[src/hdl/bsc_pkg.sv]
// Constants and field layouts for the buck setpoint slew control block
package bsc_pkg;
  localparam logic [7:0] IDX_V3     = 8'h10;
  localparam logic [7:0] IDX_RAMP   = 8'h11;
  localparam logic [7:0] IDX_UNLOCK = 8'h20;
  localparam int         ADDR_W     = 8;
  localparam logic [7:0] RST_V3     = 8'h08;
  localparam logic [7:0] RST_RAMP   = 8'h06;
  // Arbitrary neutral unlock key
  localparam logic [7:0] UNLOCK_KEY = 8'h5A;
  localparam logic [2:0] RATE_IMMED = 3'h7;
  localparam int         CLK_NS     = 10;
  localparam int         BASE_DWELL_NS = 224_000;
  localparam int         BASE_DWELL_CYC = BASE_DWELL_NS / CLK_NS;
  localparam int         CNT_W      = 16;
  localparam int         MV_W       = 12;
  localparam logic [5:0] SEG1_CODE  = 6'h18;
  localparam logic [5:0] SEG2_CODE  = 6'h35;
  localparam logic [5:0] SEG3_CODE  = 6'h38;
  localparam int         SEG0_MV    = 900;
  localparam int         SEG1_MV    = 1500;
  localparam int         SEG2_MV    = 3000;
  localparam int         MAX_MV     = 3300;
  localparam int         STEP0_MV   = 25;
  localparam int         STEP1_MV   = 50;
  localparam int         STEP2_MV   = 100;

  typedef struct packed {
    logic       ext_adjust;
    logic       reserved;
    logic [5:0] code;
  } bsc_v3_t;

  typedef struct packed {
    logic       go;
    logic       go_bypass;
    logic [2:0] force_pwm;
    logic [2:0] rate;
  } bsc_ramp_t;
endpackage : bsc_pkg

[src/hdl/bsc_setpoint_ctrl.sv]
// APB register slave and code-step ramp engine for the buck three setpoint
//
// Chosen here: the APB interface to the registers.
`timescale 1ns/1ps
module bsc_setpoint_ctrl #(
  parameter int RAMP_BASE_CYCLES = bsc_pkg::BASE_DWELL_CYC
) (
  input  wire logic                      clk,
  input  wire logic                      rst,
  input  wire logic                      psel,
  input  wire logic                      penable,
  input  wire logic                      pwrite,
  input  wire logic [31:0]               paddr,
  input  wire logic [31:0]               pwdata,
  output logic      [31:0]               prdata,
  output logic                           pready,
  output logic                           pslverr,
  output logic                           external_adjust_sel_three,
  output logic                           force_pwm_one,
  output logic                           force_pwm_two,
  output logic                           force_pwm_three,
  output logic      [5:0]                active_code_three,
  output logic      [bsc_pkg::MV_W-1:0]  setpoint_mv_three,
  output logic                           ramp_busy
);
  typedef enum logic {BSC_IDLE, BSC_RAMP} bsc_state_t;

  // Local copy of the counter width so the size cast takes a plain name
  localparam int CW = bsc_pkg::CNT_W;

  bsc_pkg::bsc_v3_t            v3;
  bsc_pkg::bsc_v3_t            next_v3;
  bsc_pkg::bsc_ramp_t          ramp;
  bsc_pkg::bsc_ramp_t          next_ramp;
  bsc_state_t                  state;
  bsc_state_t                  next_state;
  logic [5:0]                  active;
  logic [5:0]                  next_active;
  logic [bsc_pkg::CNT_W-1:0]   cnt;
  logic [bsc_pkg::CNT_W-1:0]   next_cnt;
  logic                        armed;
  logic                        next_armed;
  logic [31:0]                 next_prdata;
  logic [bsc_pkg::CNT_W-1:0]   dwell;
  logic [bsc_pkg::ADDR_W-1:0]  idx;
  logic                        wr;
  logic                        hit_v3;
  logic                        hit_ramp;
  logic                        hit_unl;
  logic                        mapped;
  logic                        ok_prot;
  logic                        done;
  logic                        step;

  // Registers are word aligned: byte address is four times the index
  assign idx      = paddr[bsc_pkg::ADDR_W+1:2];
  assign hit_v3   = (idx == bsc_pkg::IDX_V3);
  assign hit_ramp = (idx == bsc_pkg::IDX_RAMP);
  assign hit_unl  = (idx == bsc_pkg::IDX_UNLOCK);
  assign mapped   = hit_v3 | hit_ramp | hit_unl;
  assign wr       = psel & penable & pwrite;
  assign ok_prot  = wr & (hit_v3 | hit_ramp) & armed & (paddr[1:0] == 2'b00);
  assign pready   = penable;
  // Locked writes and unmapped addresses report an error, no wait states
  assign pslverr  = psel & penable & (~mapped | (pwrite & (hit_v3 | hit_ramp) & ~armed));

  // Dwell halves per rate code; timing is per code, not per volt
  assign dwell = CW'(RAMP_BASE_CYCLES >> ramp.rate);
  assign done  = (state == BSC_RAMP) & (active == v3.code);
  assign step  = (state == BSC_RAMP) & ~done
               & ((ramp.rate == bsc_pkg::RATE_IMMED) | (cnt >= dwell - 1'b1));

  function automatic logic [bsc_pkg::MV_W-1:0] code_to_mv(input logic [5:0] c);
    int mv;
    mv = bsc_pkg::SEG0_MV + bsc_pkg::STEP0_MV * int'(c);
    if (c >= bsc_pkg::SEG3_CODE)
      mv = bsc_pkg::MAX_MV;
    else if (c >= bsc_pkg::SEG2_CODE)
      mv = bsc_pkg::SEG2_MV + bsc_pkg::STEP2_MV * int'(c - bsc_pkg::SEG2_CODE);
    else if (c >= bsc_pkg::SEG1_CODE)
      mv = bsc_pkg::SEG1_MV + bsc_pkg::STEP1_MV * int'(c - bsc_pkg::SEG1_CODE);
    return mv[bsc_pkg::MV_W-1:0];
  endfunction : code_to_mv

  // Register file and unlock
  always_comb
  begin
    next_v3     = v3;
    next_ramp   = ramp;
    next_armed  = armed;
    next_prdata = prdata;
    if (psel & ~penable)
    begin
      next_prdata = 32'h0000_0000;
      if (hit_v3)
        next_prdata[7:0] = {v3.ext_adjust, 1'b0, v3.code};
      else if (hit_ramp)
        next_prdata[7:0] = ramp;
    end
    if (done)
      next_ramp.go = 1'b0;
    if (wr)
      next_armed = hit_unl & (pwdata[7:0] == bsc_pkg::UNLOCK_KEY);
    if (ok_prot & hit_v3)
    begin
      next_v3.ext_adjust = pwdata[7];
      next_v3.code       = pwdata[5:0];
      next_v3.reserved   = 1'b0;
      if (ramp.go_bypass)
        next_ramp.go = 1'b1;
    end
    if (ok_prot & hit_ramp)
    begin
      next_ramp.go_bypass = pwdata[6];
      next_ramp.force_pwm = pwdata[5:3];
      next_ramp.rate      = pwdata[2:0];
      // Zero leaves go alone; a new start beats the self clear
      if (pwdata[7])
        next_ramp.go = 1'b1;
    end
  end

  always_ff @(posedge clk)
  begin
    if (rst)
    begin
      v3     <= bsc_pkg::RST_V3;
      ramp   <= bsc_pkg::RST_RAMP;
      armed  <= 1'b0;
      prdata <= 32'h0000_0000;
    end
    else
    begin
      v3     <= next_v3;
      ramp   <= next_ramp;
      armed  <= next_armed;
      prdata <= next_prdata;
    end
  end

  // Ramp engine
  always_comb
  begin
    next_state  = state;
    next_active = active;
    next_cnt    = '0;
    case (state)
      BSC_IDLE:
      begin
        if (ramp.go)
          next_state = BSC_RAMP;
      end
      BSC_RAMP:
      begin
        if (done)
          next_state = BSC_IDLE;
        else if (ramp.rate == bsc_pkg::RATE_IMMED)
          next_active = v3.code;
        else if (step)
          next_active = (v3.code > active) ? active + 6'h01 : active - 6'h01;
        else
          next_cnt = cnt + 1'b1;
      end
      default:
        next_state = BSC_IDLE;
    endcase
  end

  always_ff @(posedge clk)
  begin
    if (rst)
    begin
      state  <= BSC_IDLE;
      active <= bsc_pkg::RST_V3[5:0];
      cnt    <= '0;
    end
    else
    begin
      state  <= next_state;
      active <= next_active;
      cnt    <= next_cnt;
    end
  end

  assign external_adjust_sel_three = v3.ext_adjust;
  assign force_pwm_one     = ramp.force_pwm[2];
  assign force_pwm_two     = ramp.force_pwm[1];
  assign force_pwm_three   = ramp.force_pwm[0];
  assign active_code_three = active;
  // The code drives the output only while external adjust is off
  assign setpoint_mv_three = v3.ext_adjust ? '0 : code_to_mv(active);
  assign ramp_busy         = ramp.go;
endmodule : bsc_setpoint_ctrl

[config.mk]
export PLATFORM = sky130hd
export DESIGN_NAME = bsc_setpoint_ctrl
export DESIGN_NICKNAME = d
export VERILOG_FILES = /design/src/hdl/bsc_pkg.sv /design/src/hdl/bsc_setpoint_ctrl.sv
export SDC_FILE = /design/constraint.sdc
export NUM_CORES = 1
export LEC_CHECK = 0
export BUFFER_PORTS_ARGS = -buffer_cell sky130_fd_sc_hd__buf_4
export CORE_AREA = 2 2 96 191
export DETAILED_ROUTE_END_ITERATION = 10
export DIE_AREA = 0 0 98 193
export HOLD_SLACK_MARGIN = 0.05
export PLACE_DENSITY_LB_ADDON = 0.08
export SYNTH_ARGS = -nofsm -noshare
export SYNTH_HDL_FRONTEND = slang
export SYNTH_SLANG_ARGS = --single-unit
export TNS_END_PERCENT = 50
[constraint.sdc]
create_clock -name clk -period 4.1 [get_ports clk]
set_input_delay 0 -clock clk [delete_from_list [all_inputs] [get_ports clk]]
set_output_delay 0 -clock clk [all_outputs]
set_load 0.05 [all_outputs]
==> results.md <==
- Clock tree sinks: 47
- Most common flop cell mapped by yosys: dfxtp_1
- Simple-gate portion of the synthesized area: between 10% and 20%
- Worst skew pair latency: approximately 0.3 ns
- Core Util, Final: 38.3%
- Synth unique cells: 60
- Vias per cell: about 4.7
- CP most frequent cell: ha_4
- Critical-path cell list: clkinvlp_4 -> ha_4 -> nor2b_4 -> nor2_2 -> xnor2_2 -> inv_1 -> fa_1 -> inv_2 -> ha_4 -> ha_4 -> inv_2 -> fa_2 -> nor2b_4 -> nand3_2 -> nand2_2 -> xnor2_4 -> a221oi_4 -> buf_6
- Routed Antenna Nets: 0
- HP Class: in -> reg
- Register area: roughly 960 um2
- Outcome: complete, no violations
- Worst-path clk slew: 0.07 ns
- Most frequent cell after synthesis: ha_1
- Final period util: 97.7%
- Layout area overhead: 30.0%
- Residual DRC: 0
- First-pass GRT wire length: approximately 22,000 um
- Starting density of the core: between 20 and 30%
- Fillers: between 1,500 and 2,000
- WL met3: ~270 um
- Fmax: about 250 MHz
- Syn_area_per_cell: between 8 and 9 um2
- Worst path slowest cell: fa_2
- DR vias: 4,315
- Setup WS pre-CTS: 0.0453 ns
- VDD IR-drop max: 0.000216 V
- Diodes inserted: 0
- Top Layer Used: met4
- Post-synthesis cell count: just over 600
- CTS root buffer: clkbuf_16
- Share of post-route cells with drive strength above 1: roughly 25%
- Crit Path Category: reg -> out
- Final worst path period need: around 4.0 ns
- Worst hold path endpoint: external_adjust_sel_three
- Die Footprint: roughly 0.019 mm2
- Number of synthesized flops with an enable pin: 0
- Worst setup SP type: flip-flop
- Final number of setup-violating endpoints: 0
- Max FO, Critical Path: 5
- Warnings, synthesis: 0
- Reg-to-Reg Start: active_code_three[3]
- Post-synth top area cell: ha_1
- CP peak stage delay: about 0.56 ns
- Overflow after GRT: 0
- H-tree lvl count: 2
- Slew Limit Fails: 0
- Mux contribution to synthesized area: approximately 3.7%
- Vias in the first global route: between 4,000 and 5,000
- Post-synthesis sequential area ratio: roughly 18%
- Fin Clk Skew: 0.00392 ns
- Antenna violations before repair: 0
- TritonCTS Buffers: 5
- CP Capture Type: output pin
- Final WS setup: 0.0951 ns
- Flop-to-flop setup slack: 0.65 ns
- Async set-reset flop share out of synthesis: 0%
- Drt initial violations: 86
- Net count reported at finish: between 800 and 900
- WP data arrival: ~4.0 ns
- Core Box Area: around 0.018 mm2
- Die X: between 90 and 100 um
- Met2 wire len: between 7000 and 8000 um
- Unrepaired setup endpoints after global routing: true
- P per Cell Area: 169 mW/mm2
- Worst r2r path cells: 13
- Hold Vio Cnt, Final: 0
- Critical path required time: around 4.1 ns
- Post-synthesis xor/xnor area fraction: around 9.1%
- Initial DRT Pass Iterations: 4
- Post-Syn Area: between 0.005 and 0.006 mm2
- Row cnt: 69
- WL met1: 5790 um
- Slew at the pin closest to its max-slew limit: 0.911 ns
- TritonCTS clock tree: built
- Synth Register Bits: 47
- I/O pin total: 126
- Per-cell routed wire length: 14.7 um
- Clock Path Buffers: 2
- Hold path cells: 2
- Max-slew headroom: between 30% and 40%
- Die Y: about 190 um
- Hold Startpoint: rst
- Largest family of logic cells by synthesized area: adder cells
- Top-area cell type share of the netlist area: approximately a quarter
- Total Routing Usage GR: 14.5%
- Compound-Gate Fraction of Synth Area: approximately 15%
- Max_cap viols: 0
- Synth top area cells: ha_1 24%, dfxtp_1 18%, fa_1 5.4%
- I/O Buffers: 55
- Routability congestion estimate: just under 0.8
- Leakage: about 3.1 nW
- Post-DP HPWL: between 10,000 and 15,000 um
- Synth top cells by count: 97 x ha_1, 60 x nor2_1, 48 x inv_1
- Pin count of the biggest net entering global routing: 29
- Adder-Cell Fraction of Synth Area: slightly below 30%
- Multi-input gate area: 0.00424 mm2
- Total wire length: 13,500 um
- RR Endpoint: active_code_three[5]
## how the worst max path moves through the flow
stage                                       end                  from  slack [ns]
after floorplan           setpoint_mv_three[11]  active_code_three[1]       0.005
after global placement    setpoint_mv_three[11]  active_code_three[3]        0.06
after detailed placement  setpoint_mv_three[11]  active_code_three[3]        0.05
after CTS                 setpoint_mv_three[11]  active_code_three[3]       0.006
after global routing      setpoint_mv_three[11]  active_code_three[3]       -0.11
final                     setpoint_mv_three[11]  active_code_three[3]         0.1
## logic make-up after synthesis
family                     Yosys count
other                                2
and+or+nand+nor                    170
DFF                                 47
AOI/OAI and AO/OA                  119
buffers and inverters               92
adders and majority gates          111
xor gates and xnor gates            52
muxes                               19
## stage by stage
| stage | area [um2] | hold slack [ns] | setup TNS [ns] | power, W | cells |
|---|---|---|---|---|---|
| after CTS | 6570 | 0.0766 | 0 | 0.00115 | 918 |
| final | 6710 | 0.0781 | 0 | 0.00113 | 920 |
| after global placement | 5950 | 0.239 | 0 | 0.000586 | 892 |
| after detailed placement | 5950 | 0.245 | 0 | 0.000586 | 892 |
| after floorplan | 5310 | 0.125 | 0 | 0.000572 | 635 |
| after global routing | 6710 | 0.0903 | -0.228 | 0.00117 | 920 |
## sequential cells by signal, summed over array words and instances, names as in the netlist, 4 cells and up
signal	cells
cnt	16
active_code_three	6
v3	6
prdata	8
ramp	4
## power breakdown
part	switching, W	internal [W]	total, W	leakage (nW)
clock network	0.000198	0.000354	0.000552	0.0959
logic	0.0000885	0.0000324	0.000121	2.59
registers	0.00000240	0.000457	0.000460	0.383
total	0.000289	0.000844	0.00113	3.07
## area by class of cell
class / count / area share, %
Clock inverter: 3 / 1.06
Tap cell: 213 / 3.97
Sequential cell: 47 / 14.3
Inverter: 50 / 2.85
Timing Repair Buffer: 106 / 12.7
Clock buffer: 5 / 1.86
Multi-Input combinational cell: 496 / 63.2
## critical path, delay by kind of cell, from the launching register on
family	cells	cell delay, ns
compound gates	1	0.24
buf+inv	5	0.55
flops	1	0.40
fa+ha+maj	5	1.67
simple gates	5	0.60
xor+xnor	2	0.23
## cells in the final DEF, fill, tap and decap left out, drive strengths merged, types with 2 or more instances in the layout
| cell | netlist | final |
|---|---|---|
| a211o | 3 | 3 |
| a211oi | 13 | 13 |
| a21boi | 2 | 2 |
| a21o | 7 | 7 |
| a21oi | 33 | 33 |
| a221oi | 3 | 3 |
| a22oi | 7 | 7 |
| a311oi | 2 | 2 |
| a31oi | 2 | 2 |
| and2 | 3 | 3 |
| and3 | 7 | 7 |
| buf | 31 | 95 |
| bufinv | 0 | 2 |
| clkbuf | 11 | 5 |
| conb | 2 | 25 |
| dfxtp | 47 | 47 |
| dlygate4sd3 | 0 | 11 |
| fa | 14 | 14 |
| ha | 97 | 97 |
| inv | 49 | 49 |
| mux2i | 19 | 19 |
| nand2 | 45 | 45 |
| nand2b | 7 | 7 |
| nand3 | 10 | 10 |
| nand4 | 2 | 2 |
| nor2 | 60 | 60 |
| nor2b | 9 | 9 |
| nor3 | 6 | 6 |
| nor3b | 4 | 4 |
| nor4 | 4 | 4 |
| o211ai | 9 | 9 |
| o21a | 2 | 2 |
| o21ai | 28 | 28 |
| or2 | 3 | 3 |
| or3 | 4 | 4 |
| xnor2 | 32 | 32 |
| xor2 | 19 | 19 |
## metal layers
| layer | GRT usage, % | vias up |
|---|---|---|
| met4 | 4.27 | 0 |
| met1 | 17.7 | 1999 |
| met3 | 0.973 | 8 |
| li1 | - | 2254 |
| met5 | 0 | - |
| met2 | 27.1 | 54 |
## repair_timing
item	CTS	global route
gates resized for setup	50	22
hold buffers	11	0
setup buffers	8	2
endpoints found under the setup margin	4	3
endpoints found under the hold margin	16	0
pin swaps	19	24
Note: power is estimated with default switching activity, not from simulation.
